**config.mk**
```make
export PLATFORM = sky130hd
export DESIGN_NAME = masq_ctrl
export DESIGN_NICKNAME = d
export VERILOG_FILES = /design/src/inc/masq_pkg.sv /design/src/core/masq_ctrl.sv
export SDC_FILE = /design/constraint.sdc
export NUM_CORES = 1
export LEC_CHECK = 0
export BUFFER_PORTS_ARGS = -buffer_cell sky130_fd_sc_hd__buf_2
export CELL_PAD_IN_SITES_DETAIL_PLACEMENT = 1
export CELL_PAD_IN_SITES_GLOBAL_PLACEMENT = 1
export CORE_UTILIZATION = 24
export CTS_CLUSTER_DIAMETER = 80
export DETAILED_ROUTE_END_ITERATION = 10
export GPL_ROUTABILITY_DRIVEN = 0
export MAX_ROUTING_LAYER = met4
export PLACE_DENSITY_LB_ADDON = 0.1
export SYNTH_ARGS = -nofsm -noshare
export SYNTH_HDL_FRONTEND = slang
export SYNTH_SLANG_ARGS = --single-unit
```
**constraint.sdc**
```tcl
create_clock -name CLOCK_IN -period 1.8 [get_ports CLOCK_IN]
set_clock_uncertainty 0.1 [all_clocks]
set_input_delay 0.18 -clock CLOCK_IN [delete_from_list [all_inputs] [get_ports CLOCK_IN]]
set_output_delay 0.18 -clock CLOCK_IN [all_outputs]
set_load 0.02 [all_outputs]
```
**src/inc/masq_pkg.sv**
```systemverilog
/*
  Package for the module alert and squelch controller: lane count, status
  field positions, transmit swing threshold and reset values.
  Assumes nothing of its surroundings.
*/
package masq_pkg;
  // ==========================================================
  // Lanes and status fields
  // ==========================================================
  localparam int LANES = 4;
  // Byte 2 of the status map, bit 0 is the data-not-ready bit.
  localparam logic [7:0] STATUS_BYTE_ADDR = 8'h02;
  localparam int DATA_NOT_READY_BIT = 0;
  // ==========================================================
  // Transmit input swing threshold
  // ==========================================================
  localparam int TX_SWING_MIN_MVPP = 50;
  localparam int SWING_WIDTH = 12;
  localparam logic [SWING_WIDTH-1:0] TX_SWING_MIN = SWING_WIDTH'(TX_SWING_MIN_MVPP);
  // ==========================================================
  // Reset values
  // ==========================================================
  localparam logic POWER_OVERRIDE_RST = 1'b0;
  localparam logic POWER_SET_RST = 1'b0;
  localparam logic SQUELCH_DISABLE_RST = 1'b0;
  // ==========================================================
  // Alert sequencing states
  // ==========================================================
  typedef enum logic [3:0] {
    MASQ_BOOT = 4'h1,
    MASQ_WAIT_DNR = 4'h2,
    MASQ_WAIT_FLAGS = 4'h4,
    MASQ_RUN = 4'h8
  } masq_state_type;
endpackage : masq_pkg

```
**src/core/masq_ctrl.sv**
```systemverilog
/*
  Alert and squelch controller of a four-lane pluggable transceiver.
  Assumes the two-wire engine supplies one-cycle read strobes and holds the
  software control bits; lane detectors and pins arrive asynchronously.
*/
`timescale 1ns/100ps
module masq_ctrl #(
  parameter int LANES = masq_pkg::LANES,
  parameter int INIT_CYCLES = 16
) (
  input wire logic CLOCK_IN,
  input wire logic RESETN_IN,
  input wire logic INIT_DONE_IN,
  input wire logic STATUS_READ_IN,
  input wire logic [7:0] STATUS_ADDR_IN,
  input wire logic [7:0] STATUS_DATA_IN,
  input wire logic FLAG_FIELD_READ_IN,
  input wire logic [LANES-1:0] RX_SIGNAL_LOSS_IN,
  input wire logic [LANES*masq_pkg::SWING_WIDTH-1:0] TX_SWING_MVPP_IN,
  input wire logic RX_SQUELCH_DISABLE_IN,
  input wire logic TX_SQUELCH_DISABLE_IN,
  input wire logic TX_OFF_BY_DISABLE_IN,
  input wire logic FAULT_EVENT_IN,
  input wire logic LOW_POWER_PIN_IN,
  input wire logic POWER_OVERRIDE_IN,
  input wire logic POWER_SET_IN,
  output logic MODULE_ALERT_N_OUT,
  output logic MODULE_ALERT_N_OE_OUT,
  output logic DATA_NOT_READY_OUT,
  output logic [LANES-1:0] RX_SQUELCH_OUT,
  output logic [LANES-1:0] TX_SQUELCH_OUT,
  output logic [LANES-1:0] TX_DISABLE_OUT,
  output logic [LANES-1:0] TX_INPUT_LOSS_FLAG_OUT,
  output logic LOW_POWER_OUT
);
  // ==========================================================
  // Input synchronisers
  // ==========================================================
  logic [LANES-1:0] los_s1_q, los_s2_q;
  logic lp_s1_q, lp_s2_q;
  logic init_s1_q, init_s2_q;
  always_ff @(posedge CLOCK_IN)
  begin
    if (!RESETN_IN)
    begin
      los_s1_q <= '0;
      los_s2_q <= '0;
      // The low-power pin idles high, so its stages reset high.
      lp_s1_q <= 1'b1;
      lp_s2_q <= 1'b1;
      init_s1_q <= 1'b0;
      init_s2_q <= 1'b0;
    end
    else
    begin
      los_s1_q <= RX_SIGNAL_LOSS_IN;
      los_s2_q <= los_s1_q;
      lp_s1_q <= LOW_POWER_PIN_IN;
      lp_s2_q <= lp_s1_q;
      init_s1_q <= INIT_DONE_IN;
      init_s2_q <= init_s1_q;
    end
  end

  // ==========================================================
  // Lane squelch
  // ==========================================================
  logic [LANES-1:0] rx_sq_d, rx_sq_q, tx_sq_d, tx_sq_q, tx_dis_d, tx_dis_q;
  logic [LANES-1:0] tx_input_loss_flag_d, tx_input_loss_flag_q;
  logic [LANES-1:0] low_swing;
  logic [LANES-1:0] tx_input_loss_flag_sets;
  always_comb
  begin
    for (int i = 0; i < LANES; i++)
    begin
      low_swing[i] = TX_SWING_MVPP_IN[i*masq_pkg::SWING_WIDTH +: masq_pkg::SWING_WIDTH] < masq_pkg::TX_SWING_MIN;
      rx_sq_d[i] = los_s2_q[i] && !RX_SQUELCH_DISABLE_IN;
      tx_sq_d[i] = low_swing[i] && !TX_SQUELCH_DISABLE_IN && !TX_OFF_BY_DISABLE_IN;
      tx_dis_d[i] = low_swing[i] && !TX_SQUELCH_DISABLE_IN && TX_OFF_BY_DISABLE_IN;
      // Loss flag is sticky until the flag field is read; set wins.
      tx_input_loss_flag_sets[i] = low_swing[i] && !tx_input_loss_flag_q[i];
      tx_input_loss_flag_d[i] = low_swing[i] || (tx_input_loss_flag_q[i] && !FLAG_FIELD_READ_IN);
    end
  end
  always_ff @(posedge CLOCK_IN)
  begin
    if (!RESETN_IN)
    begin
      rx_sq_q <= '0;
      tx_sq_q <= '0;
      tx_dis_q <= '0;
      tx_input_loss_flag_q <= '0;
    end
    else
    begin
      rx_sq_q <= rx_sq_d;
      tx_sq_q <= tx_sq_d;
      tx_dis_q <= tx_dis_d;
      tx_input_loss_flag_q <= tx_input_loss_flag_d;
    end
  end

  // ==========================================================
  // Power mode
  // ==========================================================
  logic lp_d, lp_q;
  always_comb
  begin
    lp_d = POWER_OVERRIDE_IN ? POWER_SET_IN : lp_s2_q;
  end
  always_ff @(posedge CLOCK_IN)
  begin
    if (!RESETN_IN)
      lp_q <= 1'b1;
    else
      lp_q <= lp_d;
  end

  // ==========================================================
  // Alert sequencing
  // ==========================================================
  masq_pkg::masq_state_type st_d, st_q;
  logic alert_d, alert_q, dnr_d, dnr_q, dnr_seen_d, dnr_seen_q;
  logic dnr_read_zero;
  always_comb
  begin
    st_d = st_q;
    alert_d = alert_q;
    dnr_d = dnr_q;
    dnr_seen_d = dnr_seen_q;
    dnr_read_zero = STATUS_READ_IN && (STATUS_ADDR_IN == masq_pkg::STATUS_BYTE_ADDR)
      && !STATUS_DATA_IN[masq_pkg::DATA_NOT_READY_BIT];
    case (st_q)
      masq_pkg::MASQ_BOOT:
      begin
        dnr_d = 1'b1;
        if (init_s2_q)
        begin
          // Completion alert with data-not-ready bit cleared.
          dnr_d = 1'b0;
          alert_d = 1'b1;
          dnr_seen_d = 1'b0;
          st_d = masq_pkg::MASQ_WAIT_DNR;
        end
      end
      masq_pkg::MASQ_WAIT_DNR, masq_pkg::MASQ_WAIT_FLAGS:
      begin
        if (dnr_read_zero)
          dnr_seen_d = 1'b1;
        if ((dnr_seen_q || dnr_read_zero) && FLAG_FIELD_READ_IN)
        begin
          // An event in the release cycle wins.
          alert_d = FAULT_EVENT_IN || (|tx_input_loss_flag_sets);
          st_d = masq_pkg::MASQ_RUN;
        end
        else if (dnr_seen_q || dnr_read_zero)
          st_d = masq_pkg::MASQ_WAIT_FLAGS;
      end
      masq_pkg::MASQ_RUN:
      begin
        // New events reassert; set wins over release.
        if (FAULT_EVENT_IN || (|tx_input_loss_flag_sets))
          alert_d = 1'b1;
        else if (FLAG_FIELD_READ_IN)
          alert_d = 1'b0;
      end
      default:
        st_d = masq_pkg::MASQ_BOOT;
    endcase
  end
  always_ff @(posedge CLOCK_IN)
  begin
    if (!RESETN_IN)
    begin
      st_q <= masq_pkg::MASQ_BOOT;
      alert_q <= 1'b0;
      dnr_q <= 1'b1;
      dnr_seen_q <= 1'b0;
    end
    else
    begin
      st_q <= st_d;
      alert_q <= alert_d;
      dnr_q <= dnr_d;
      dnr_seen_q <= dnr_seen_d;
    end
  end

  // ==========================================================
  // Outputs
  // ==========================================================
  // Only ever drives low; high comes from the pull-up.
  assign MODULE_ALERT_N_OUT = 1'b0;
  assign MODULE_ALERT_N_OE_OUT = alert_q;
  assign DATA_NOT_READY_OUT = dnr_q;
  assign RX_SQUELCH_OUT = rx_sq_q;
  assign TX_SQUELCH_OUT = tx_sq_q;
  assign TX_DISABLE_OUT = tx_dis_q;
  assign TX_INPUT_LOSS_FLAG_OUT = tx_input_loss_flag_q;
  assign LOW_POWER_OUT = lp_q;
endmodule : masq_ctrl

```
# [After elaboration in Yosys (flattened, before gate mapping)]
# Cells that the tools add are included.
[totals] regBits=36 input_bits=80 output_inout_bits=20 elab_cells=93
[op_classes] n_lt_le_gt_ge=4 n_eq_ne=10 muxes=14 n_bitwise=1 n_reduce_logical=49
[op_table] operator="$lt 12x6->1 const B" n=4
[op_table] operator="$logic_and 1x1->1" n=27
[op_table] operator="$mux 4" n=3
[op_table] operator="$pmux 4 s3" n=1
[op_table] operator="$logic_not 1->1" n=9
[op_table] operator="$eq 8x2->1 const B" n=1
[op_table] operator="$mux 1" n=8
[op_table] operator="$logic_or 1x1->1" n=6
[op_table] operator="$ne 2x2->1 const B" n=3
[op_table] operator="$ne 3x3->1 const B" n=2
[op_table] operator="$reduce_and 3->1" n=2
[op_table] operator="$eq 4x1->1 const B" n=1
[op_table] operator="$eq 4x2->1 const B" n=1
[op_table] operator="$eq 4x3->1 const B" n=1
[op_table] operator="$eq 4x4->1 const B" n=1
[op_table] operator="$reduce_and 4->1" n=1
[op_table] operator="$reduce_or 4->1" n=1
[op_table] operator="$pmux 1 s3" n=1
[op_table] operator="$reduce_bool 3->1" n=1
[op_table] operator="$pmux 1 s2" n=1
[op_table] operator="$reduce_bool 2->1" n=1
[op_table] operator="$reduce_or 2->1" n=1
[op_table] operator="$not 1->1" n=1

# [Depth between registers and ports, before layout]
# Gate-level depths: netlist of the first run.
[logic_depth] ltp_word=7 ltp_mapped=6 ltp_nobuf=5

# [Least setup slack after synthesis of the first run]
# OpenSTA, ideal clock, no wires.
[synth_timing] kind="register to register" startpoint="reg st_q[3]" endpoint="reg alert_q (netlist: MODULE_ALERT_N_OE_OUT)" setup_ns=0.116 arrival_time_ns=1.529 required_time_ns=1.584 slack_ns=0.055 path_stages_with_launch=7 n_path_buf=1 synth_period_minus_slack_ns=1.745 cell_sequence="dfxtp_1 -> buf_6 -> nand4bb_1 -> or2_0 -> a31o_1 -> a2111o_1 -> o211a_1"
[synth_between] elab_chain_cells=4 elab_cells_between_ends=11 cone_classes="7 x eq/ne; 1 x mux; 3 x reduce/logical"
[synth_rtl] element="start, declared" line_no="masq_ctrl.sv:122" source="masq_pkg::masq_state_type st_d, st_q;"
[synth_rtl] element="start signal, assigned" line_no="masq_ctrl.sv:175" source="st_q <= masq_pkg::MASQ_BOOT;"
[synth_rtl] element="start signal, assigned" line_no="masq_ctrl.sv:182" source="st_q <= st_d;"
[synth_rtl] element="$eq 4x2->1 / $eq 4x3->1 (equally long branches)" line_no="masq_ctrl.sv:133" source="case (st_q)"
[synth_rtl] element="$reduce_or 2->1" line_no="masq_ctrl.sv:133"
[synth_rtl] element="$ne 2x2->1 (no line) / $reduce_bool 3->1 (equally long branches)"
[synth_rtl] element="$reduce_and 4->1 (no line)"
[synth_rtl] element="end signal, assigned" line_no="masq_ctrl.sv:183" source="alert_q <= alert_d;"
[synth_rtl] element="end, declared" line_no="masq_ctrl.sv:123" source="logic alert_d, alert_q, dnr_d, dnr_q, dnr_seen_d, dnr_seen_q;"
# Several ways; a longest one is shown, not always the timed one.
# A chain may end at the register's enable or synchronous reset.

# [Final worst setup path of the first run]
# Ends and elaborated chain as after synthesis.

==> key figures, run 1 <==
Outcome
  – Run status: complete, no violations

Clock tree
  – TritonCTS Buffers: 5
  – Number of levels the H-tree was split into: 2
  – Clock Latency Late Sink: 0.28 ns
  – TritonCTS clock tree: yes
  – Clk slew on worst S/H paths: 0.07 ns
  – Sinks on Clock Net: 36
  – Maximum clock insertion buffer count: 2
  – Root Buffer Master: sky130_fd_sc_hd__clkbuf_8

Global routing
  – Largest net degree at the start of global routing: 20
  – Number of antenna violations at the first check in global routing: 0
  – Global-route wire length before repair: 6420 µm
  – Global-route congestion overflow total: 0
  – Overall track demand over capacity in global routing: 13.8%
  – Via count of the first global-routing pass: 1474

Critical path
  – Delay contributed by the slowest stage of the critical path: 0.40 ns
  – Worst endpoint data arrival time: 1.83 ns
  – Capturing element type of the critical path: flop
  – Type of the worst setup path: flop to flop
  – Crit path launch type: flop
  – List of cells traversed by the critical path: nand4bb_1, or2_0, a31o_1, a2111o_1, o211a_1
  – Cell type of the slowest stage on the worst timing path: sky130_fd_sc_hd__a2111o_1
  – Crit path required time: 1.87 ns
  – Maximum fanout along the worst path: 5

Final layout
  – Area used by multi-input combinational logic: 669 µm²
  – Register area: 727 µm²
  – Filler cells: 689
  – Net count, final: 326
  – N_diodes: 0
  – Fraction of final layout cells with drive strength greater than 1: 45.7%
  – Share of the core filled with cells in the final layout: 38.0%
  – Layout overhead on the synthesized area: 49.4%

Pwr
  – Pwr Density: 716 nW/µm²
  – Peak supply drop: 378 µV
  – Leakage power of the design: 1.00 nW
  – Total design power: 1.54 mW

Route
  – Average wire per standard cell: 11.8 µm
  – Detailed Route Iter0 Violations: 37
  – DR vias: 1419
  – Met2 WL: 1910 µm
  – Total routed wire length on the met1 layer: 1540 µm
  – Vias per cell: 4.45
  – Detailed route wirelength on metal3: 295 µm
  – Final routed DRC violation total: 0
  – Uppermost layer routed: met4
  – 1st-pass router iterations: 4
  – Final WL: 3780 µm
  – Antenna viol nets, final: 0

Synthesis
  – Syn. warnings: 0
  – Post-synthesis cell type with the largest combined area: sky130_fd_sc_hd__dfxtp_1
  – Cell with the most instances after synthesis: sky130_fd_sc_hd__dfxtp_1
  – List of most frequent post-synthesis cells: sky130_fd_sc_hd__dfxtp_1, sky130_fd_sc_hd__nor2_1, sky130_fd_sc_hd__and2_1, sky130_fd_sc_hd__nand2b_1, sky130_fd_sc_hd__nand2_1
  – Post-synthesis sequential element count: 36
  – Syn Area/Cell: 10.1 µm²
  – Top_reg_cell synth: sky130_fd_sc_hd__dfxtp_1
  – Instance count of the mapped netlist: 142
  – Cells taking the most area after synthesis: sky130_fd_sc_hd__dfxtp_1, sky130_fd_sc_hd__and2_1, sky130_fd_sc_hd__nand2b_1
  – Nets in the synthesized netlist: 222
  – Number of enable flip-flop cells after synthesis: 0
  – Fraction of registers with async set/reset: 0%
  – Fraction of post-synthesis cell area in the top cell type by area: 50.2%
  – Count of cell types in the netlist: 40
  – Share of the yosys chip area belonging to registers: 50.2%
  – Post-synthesis instance area: 1440 µm²

Die
  – Std-Cell Rows: 27
  – Overall die width: 79.3 µm
  – Full die area: 6290 µm²
  – Starting utilization of the core area: 25.4%
  – Number of placed I/O pins: 100
  – Area of the core: 5640 µm²
  – Die outline height: 79.3 µm

STA
  – Achievable clock frequency: 569 MHz
  – Final Max Tran Viols: 0
  – Count of endpoints failing hold in the final timing report: 0
  – Hold slack: 0.0143 ns
  – Final setup fails: 0
  – Final worst-path cycle share: 97.6%
  – Period minus WS final: 1.76 ns
  – RSZ-0062 raised after global routing: yes

Placed design
  – Buffers added on ports: 87
  – Hpwl dp: 3060 µm

Min path
  – Worst min-delay path category: input pin to flop

Flow run
  – Number of max-capacitance violations reported: 0
## layout by cell type, fill, tap and decap left out, drive strengths merged, types with 2 or more instances in the layout
cell type	n
a211o	2
a21boi	5
a21oi	2
and2	14
buf	97
clkbuf	5
clkinv	3
dfxtp	36
dlygate4sd3	6
mux2i	2
nand2	7
nand2b	10
nand3	4
nand3b	3
nor2	15
nor2b	3
nor4	4
nor4b	3
o21ai	3
o22ai	3
o311ai	4
## metal layers
| metal | track usage [%] | vias to the layer above |
|---|---|---|
| met1 | 14.7 | 657 |
| met4 | 5.27 | 0 |
| met5 | - | - |
| met3 | 4.94 | 2 |
| li1 | - | 706 |
| met2 | 23.4 | 54 |
## final cells by class
class / instances / area share, %
clock buffer: 5 / 3.21
clock inverter: 3 / 0.875
multi-input combinational: 100 / 31.2
sequential: 36 / 33.9
tap: 72 / 4.20
timing repair buffer: 103 / 26.6
## final timing paths
path,startpoint,end,slack (ns),cells past startpoint
worst max-delay path,st_q[3],MODULE_ALERT_N_OE_OUT,0.04,5
worst min-delay path,POWER_SET_IN,LOW_POWER_OUT,0.01,3
worst max register to register,st_q[3],MODULE_ALERT_N_OE_OUT,0.04,5
worst min register to register,lp_s1_q,lp_s2_q,0.31,1
## sequential cells by signal (all words and copies together) (netlist names)
name and count:
lp_s1_q 1, TX_INPUT_LOSS_FLAG_OUT 4, LOW_POWER_OUT 1, MODULE_ALERT_N_OE_OUT 1
st_q 4, TX_DISABLE_OUT 4, RX_SQUELCH_OUT 4, DATA_NOT_READY_OUT 1
init_s2_q 1, los_s2_q 4, dnr_seen_q 1, TX_SQUELCH_OUT 4
los_s1_q 4, init_s1_q 1, lp_s2_q 1
## timing repair
item | CTS | global route
hold buffers | 4 | 2
buffers inserted | 0 | 1
endpoints found under the setup margin | 1 | 1
pin swaps | 0 | 1
gates resized for setup | 1 | 3
hold endpoints to repair | 4 | 2
## logic make-up after synthesis
logic type / count (synthesis) / share of synthesized area, %
and+or+nand+nor: 71 / 31.4
other: 1 / 0.261
muxes: 2 / 1.39
DFF: 36 / 50.2
AOI/OAI and AO/OA: 25 / 13.0
xor gates and xnor gates: 1 / 0.610
buffers and inverters: 6 / 3.14
## worst max-delay path, delay by kind of cell, from the launching register on
| family | cells | cell delay, ns |
|---|---|---|
| flops | 1 | 0.37 |
| compound gates | 3 | 0.76 |
| simple gates | 2 | 0.43 |
## where the power goes
part / internal, mW / total [mW] / switching [mW]
sequential: 0.814 / 0.820 / 0.00627
clock: 0.269 / 0.551 / 0.282
combinational: 0.0980 / 0.164 / 0.0664
total: 1.18 / 1.54 / 0.355
## metrics by stage
step                worst slack [ns]  cells  setup TNS (ns)  cell area [µm²]
floorplan                     0.0546    142               0             1440
global placement              0.0196    304               0             1980
detailed placement           0.00942    304               0             1980
CTS                           0.0183    316               0             2110
global route                 -0.0351    319         -0.0351             2140
finish                        0.0430    319               0             2140
No activity file was read; power rests on OpenSTA's default activity.
==> run 2: changes to the inputs <==
--- a/config.mk
+++ b/config.mk
@@ -8,7 +8,7 @@
 export BUFFER_PORTS_ARGS = -buffer_cell sky130_fd_sc_hd__buf_2
 export CELL_PAD_IN_SITES_DETAIL_PLACEMENT = 1
 export CELL_PAD_IN_SITES_GLOBAL_PLACEMENT = 1
-export CORE_UTILIZATION = 24
+export CORE_UTILIZATION = 25
 export CTS_CLUSTER_DIAMETER = 80
 export DETAILED_ROUTE_END_ITERATION = 10
 export GPL_ROUTABILITY_DRIVEN = 0
==> constraint.sdc (replaced) <==
create_clock -name CLOCK_IN -period 1.4 [get_ports CLOCK_IN]
set_clock_uncertainty 0.1 [all_clocks]
set_input_delay 0.14 -clock CLOCK_IN [delete_from_list [all_inputs] [get_ports CLOCK_IN]]
set_output_delay 0.14 -clock CLOCK_IN [all_outputs]
set_load 0.02 [all_outputs]
==> run 2 against run 1 <==
- the flow now finishes with violations (setup timing)
- count of clock-buffer cells in the layout up 1
- maximum frequency down 1.2%
- setup slack worse by 0.42 ns
- routed wire length up 4.1%
- final cell count up 4.1%
- combinational power up 37%
==> key figures, run 2 (same netlist as run 1, synthesis figures left out) <==
Outcome
  – Run status: finished, violations left
  – Violated checks: setup timing

Route
  – Vias per cell: 4.32 (-2.9%)
  – Final routed DRC violation total: 0 (unchanged)
  – Antenna viol nets, final: 0 (unchanged)
  – Detailed Route Iter0 Violations: 30 (-19%)
  – DR vias: 1434 (+1.1%)
  – Final WL: 3930 µm (+4.1%)
  – 1st-pass router iterations: 4 (unchanged)
  – Average wire per standard cell: 11.8 µm (about the same)

Final layout
  – Fraction of final layout cells with drive strength greater than 1: 49.2% (+3.5 points)
  – Register area: 732 µm² (+0.69%)
  – Area used by multi-input combinational logic: 691 µm² (+3.2%)
  – Net count, final: 339 (+4.0%)
  – Count of non-filler cells in the finished layout: 332 (+4.1%)
  – Final Cell Area: 2290 µm² (+6.8%)
  – N_diodes: 0 (unchanged)
  – Commonest non-fill, non-tap cells in the layout: sky130_fd_sc_hd__buf_2, sky130_fd_sc_hd__dfxtp_1, sky130_fd_sc_hd__buf_4
  – Filler cells: 685 (-0.58%)
  – Most frequent standard cell in the layout excluding fill and tap cells: sky130_fd_sc_hd__buf_2
  – Share of the core filled with cells in the final layout: 41.6% (+3.6 points)
  – Layout overhead on the synthesized area: 59.5%

STA
  – Final setup fails: 1 (+1)
  – Achievable clock frequency: 562 MHz (-1.2%)
  – Period minus WS final: 1.78 ns (+0.0220 ns)
  – Setup TNS: -0.379 ns (-0.379 ns)
  – RSZ-0062 raised after global routing: yes
  – Hold slack: 0.0800 ns (+0.0657 ns)
  – Count of endpoints failing hold in the final timing report: 0 (unchanged)
  – Final Max Tran Viols: 0 (unchanged)
  – Final worst-path cycle share: 127% (+29 points)
  – Worst Setup Slack, final: -0.379 ns (-0.422 ns)

Global routing
  – Global-route wire length before repair: 6420 µm (about the same)
  – Largest net degree at the start of global routing: 21 (+5.0%)
  – Overall track demand over capacity in global routing: 14.4% (+0.53 points)
  – Global-route congestion overflow total: 0 (unchanged)
  – Via count of the first global-routing pass: 1481 (+0.47%)
  – Number of antenna violations at the first check in global routing: 0 (unchanged)

Die
  – Die outline height: 77.8 µm (-2.0%)
  – Starting utilization of the core area: 26.1% (+0.62 points)
  – Full die area: 6050 µm² (-3.9%)
  – Overall die width: 77.8 µm (-2.0%)
  – Number of placed I/O pins: 100 (unchanged)
  – Std-Cell Rows: 27 (unchanged)
  – Area of the core: 5510 µm² (-2.4%)

Pwr
  – Design internal power: 1.57 mW (+33%)
  – Proportion of total power due to net switching: 22.6% (-0.47 points)
  – Pwr Density: 888 nW/µm² (+24%)
  – Clock share of power: 37.2% (+1.3 points)
  – Portion of total power attributed to combinational logic: 11.1% (+0.4 points)
  – Peak supply drop: 394 µV (+4.3%)
  – Leakage power of the design: 1.07 nW (+6.7%)
  – Net switching power figure: 0.460 mW (+30%)
  – Total design power: 2.03 mW (+32%)
  – Power share of the sequential group: 51.7% (-1.7 points)

Clock tree
  – Clk slew on worst S/H paths: 0.07 ns (about the same)
  – TritonCTS clock tree: yes
  – Sinks on Clock Net: 36 (unchanged)
  – TritonCTS Buffers: 5 (unchanged)
  – Clock Latency Late Sink: 0.28 ns (about the same)
  – Maximum clock insertion buffer count: 2 (unchanged)
  – Root Buffer Master: sky130_fd_sc_hd__clkbuf_8
  – Number of levels the H-tree was split into: 2 (unchanged)

Critical path
  – Capturing element type of the critical path: flop
  – Worst endpoint data arrival time: 1.85 ns (+0.02 ns)
  – Crit path required time: 1.47 ns (-0.40 ns)
  – Type of the worst setup path: flop to flop
  – Crit path launch type: flop
  – Maximum fanout along the worst path: 5 (unchanged)

Placed design
  – Area post-placement: 2060 µm² (+3.8%)
  – Buffers added on ports: 87 (unchanged)
  – Hpwl dp: 3040 µm (-0.49%)
  – Number of placed instances with taps included: 314 (+3.3%)
  – Pre-CTS setup slack: -0.397 ns (-0.407 ns)

Flow run
  – Number of max-capacitance violations reported: 0 (unchanged)

Min path
  – Worst min-delay path category: input pin to flop
[run 2: changes by cell type in the layout (fill, tap and decap cells not counted), sizes merged]
| cell | change |
|---|---|
| buf | +11 |
| dlygate4sd3 | +2 |
| clkbuf | +1 |
| clkinv | -1 |
[run 2: timing repair]
action                     CTS  global route
gates resized for setup      4             9
hold endpoints to repair     7             0
buffers inserted             0             2
hold buffers                 8             0
pin swaps                    0             4
setup endpoints to repair    3             3
[run 2: worst max-delay path, stage by stage, from the launching register on]
cell	delay [ns]
sky130_fd_sc_hd__dfxtp_4	0.37
sky130_fd_sc_hd__nand3b_1	0.18
sky130_fd_sc_hd__a211o_1	0.30
sky130_fd_sc_hd__a31o_1	0.24
sky130_fd_sc_hd__a2111o_1	0.36
sky130_fd_sc_hd__o211a_1	0.12
[run 2: final timing paths]
path / startpoint / to / slack, ns / depth (start not counted)
hold / removal: RX_SQUELCH_DISABLE_IN / RX_SQUELCH_OUT[1] / 0.08 / 3
setup / recovery: st_q[3] / MODULE_ALERT_N_OE_OUT / -0.38 / 5
setup reg to reg: st_q[3] / MODULE_ALERT_N_OE_OUT / -0.38 / 5
hold reg to reg: lp_s1_q / lp_s2_q / 0.31 / 1
[run 2: layer usage]
layer / vias to the layer above / global-route usage [%] / part of all wire (%) / wire [µm]
met3: 4 / 4.00 / 6.8 / 269
met5: - / - / 0 / 0
met2: 55 / 24.2 / 49 / 1930
met4: 0 / 5.66 / 1.5 / 58
li1: 732 / - / - / -
met1: 643 / 16.0 / 43 / 1670
[run 2: power groups by stage]
stage               Clock [mW]  Sequential, mW  Combinational, mW
floorplan                    0            1.09             0.0663
global placement             0            1.08              0.205
detailed placement           0            1.08              0.208
CTS                      0.792            1.05              0.225
global route             0.838            1.05              0.251
finish                   0.757            1.05              0.225
[run 2: layout make-up]
class / count / share of cell area (%)
clock buffer: 6 / 3.61
clock inverter: 2 / 0.437
multi-input combinational: 100 / 30.2
sequential: 36 / 32.0
tap: 72 / 3.93
timing repair buffer: 116 / 29.9
==> run 3: changes to the inputs <==
==> constraint.sdc (replaced) <==
create_clock -name CLOCK_IN -period 1.6 [get_ports CLOCK_IN]
set_clock_uncertainty 0.1 [all_clocks]
set_input_delay 0.16 -clock CLOCK_IN [delete_from_list [all_inputs] [get_ports CLOCK_IN]]
set_output_delay 0.16 -clock CLOCK_IN [all_outputs]
set_load 0.02 [all_outputs]
==> run 3 against run 2 <==
- the flow still finishes with violations (setup timing)
- count of clock-buffer cells in the layout down 1
- global-route usage up 0.12 points
- combinational power is 13% lower
- critical endpoint unchanged
- largest cell class unchanged
==> key figures, run 3 (same netlist as run 1, synthesis figures left out) <==
Outcome
  – Run status: finished, violations left
  – Violated checks: setup timing

Global routing
  – Global-route congestion overflow total: 0 (unchanged)
  – Largest net degree at the start of global routing: 18 (-14%)
  – Number of antenna violations at the first check in global routing: 0 (unchanged)
  – Global-route wire length before repair: 6560 µm (+2.1%)
  – Overall track demand over capacity in global routing: 14.5% (+0.12 points)
  – Via count of the first global-routing pass: 1500 (+1.3%)

STA
  – Final setup fails: 1 (unchanged)
  – Worst Setup Slack, final: -0.167 ns (+0.212 ns)
  – Final Max Tran Viols: 0 (unchanged)
  – Count of endpoints failing hold in the final timing report: 0 (unchanged)
  – Hold slack: 0.0796 ns (-0.000491 ns)
  – Period minus WS final: 1.77 ns (-0.0124 ns)
  – RSZ-0062 raised after global routing: yes
  – Final worst-path cycle share: 110% (-17 points)
  – Achievable clock frequency: 566 MHz (+0.70%)

Route
  – Antenna viol nets, final: 0 (unchanged)
  – Final routed DRC violation total: 0 (unchanged)
  – Vias per cell: 4.40 (+1.9%)
  – DR vias: 1466 (+2.2%)
  – Detailed Route Iter0 Violations: 34 (+13%)
  – Average wire per standard cell: 11.9 µm (+0.46%)
  – Final WL: 3960 µm (+0.76%)
  – 1st-pass router iterations: 6 (+2)

Critical path
  – RR Startpoint: st_q[3]
  – Reg2reg path depth: 5 (unchanged)
  – Worst endpoint data arrival time: 1.84 ns (about the same)
  – Worst reg2reg path endpoint: MODULE_ALERT_N_OE_OUT
  – Capturing element type of the critical path: flop
  – Maximum fanout along the worst path: 4 (-1)
  – Crit path required time: 1.68 ns (+0.21 ns)
  – Type of the worst setup path: flop to flop
  – Setup slack of the worst register-to-register path: -0.17 ns (+0.21 ns)
  – Crit path launch type: flop

Die
  – Full die area: 6050 µm² (unchanged)
  – Number of placed I/O pins: 100 (unchanged)
  – Die outline height: 77.8 µm (unchanged)
  – Starting utilization of the core area: 26.1% (unchanged)
  – Area of the core: 5510 µm² (unchanged)
  – Std-Cell Rows: 27 (unchanged)
  – Overall die width: 77.8 µm (unchanged)

Clock tree
  – Root Buffer Master: sky130_fd_sc_hd__clkbuf_8
  – Number of levels the H-tree was split into: 2 (unchanged)
  – TritonCTS clock tree: yes
  – TritonCTS Buffers: 5 (unchanged)
  – Clock Latency Late Sink: 0.28 ns (about the same)
  – Maximum clock insertion buffer count: 2 (unchanged)
  – Clk slew on worst S/H paths: 0.07 ns (about the same)
  – Sinks on Clock Net: 36 (unchanged)

Pwr
  – Leakage power of the design: 1.07 nW (+0.14%)
  – Pwr Density: 839 nW/µm² (-5.5%)
  – Total design power: 1.92 mW (-5.8%)
  – Peak supply drop: 572 µV (+45%)

Min path
  – Instance count along the most critical hold path: 2 (-1)
  – Worst min-delay path category: input pin to flop
  – Launch point of the worst hold path: RESETN_IN
  – Endpoint with the worst hold slack: LOW_POWER_OUT

Placed design
  – Area post-placement: 2060 µm² (unchanged)
  – Buffers added on ports: 87 (unchanged)
  – Hpwl dp: 3160 µm (+3.7%)
  – Pre-CTS setup slack: -0.195 ns (+0.202 ns)

Final layout
  – N_diodes: 0 (unchanged)
  – Fraction of final layout cells with drive strength greater than 1: 47.9% (-1.3 points)
  – Layout overhead on the synthesized area: 59.0%
  – Commonest non-fill, non-tap cells in the layout: sky130_fd_sc_hd__buf_2, sky130_fd_sc_hd__dfxtp_1, sky130_fd_sc_hd__buf_4
  – Final Cell Area: 2280 µm² (-0.33%)
  – Most frequent standard cell in the layout excluding fill and tap cells: sky130_fd_sc_hd__buf_2
  – Net count, final: 340 (+0.29%)

Flow run
  – Number of max-capacitance violations reported: 0 (unchanged)
==> run 3: cell types whose count changed in the layout (fill, tap and decap cells not counted), sizes merged <==
cell and delta:
clkinv -1, clkbuf -1, buf +1, bufinv +1
clkinvlp +1
==> run 3: layout make-up <==
cell class	instances	area, µm²
fill	684	3220
sequential	36	727
timing repair buffer	117	684
multi-input combinational	100	669
tap	72	90.1
clock buffer	5	68.8
clock inverter	3	42.5
==> run 3: what timing repair did <==
item / 4_1_cts / 5_1_grt
hold buffers: 7 / 1
gates resized for setup: 4 / 2
setup buffers: 1 / 3
setup endpoints to repair: 1 / 1
endpoints found under the hold margin: 7 / 1
pin swaps: 1 / 6
==> run 3: worst max-delay path by stage <==
| stage | depth (start not counted) | endpoint | from |
|---|---|---|---|
| 2_1_floorplan | 6 | MODULE_ALERT_N_OE_OUT | st_q[2] |
| 3_3_place_gp | 5 | MODULE_ALERT_N_OE_OUT | st_q[3] |
| 3_5_place_dp | 5 | MODULE_ALERT_N_OE_OUT | st_q[3] |
| 4_1_cts | 5 | MODULE_ALERT_N_OE_OUT | st_q[3] |
| 5_1_grt | 5 | MODULE_ALERT_N_OE_OUT | st_q[3] |
| 6_report | 5 | MODULE_ALERT_N_OE_OUT | st_q[3] |
==> run 3: where the power goes <==
part / internal (mW) / switching, mW / total (mW)
clock: 0.461 / 0.336 / 0.797
sequential: 0.915 / 0.00728 / 0.923
combinational: 0.119 / 0.0770 / 0.196
total: 1.50 / 0.420 / 1.92
==> run 3: metal layers <==
layer	track usage (%)	vias to the layer above	part of all wire [%]
met2	25.2	61	50
met5	-	-	0
li1	-	734	-
met4	4.53	0	1.1
met1	15.1	667	41
met3	5.41	4	8.5
==> run 3: worst max-delay path, stage by stage, from the launching register on <==
cell                       delay (ns)
sky130_fd_sc_hd__dfxtp_4         0.36
sky130_fd_sc_hd__nand3b_1        0.18
sky130_fd_sc_hd__a211o_1         0.31
sky130_fd_sc_hd__a31o_1          0.23
sky130_fd_sc_hd__a2111o_1        0.36
sky130_fd_sc_hd__o211a_1         0.13
==> run 3: metrics by stage <==
stage	TNS, ns	utilization, %	std cells
after global placement	-0.170	37.4	314
after detailed placement	-0.195	37.4	314
after floorplan	-0.136	-	142
after CTS	-0.164	40.9	330
after global routing	-0.182	41.4	333
final	-0.167	41.4	333
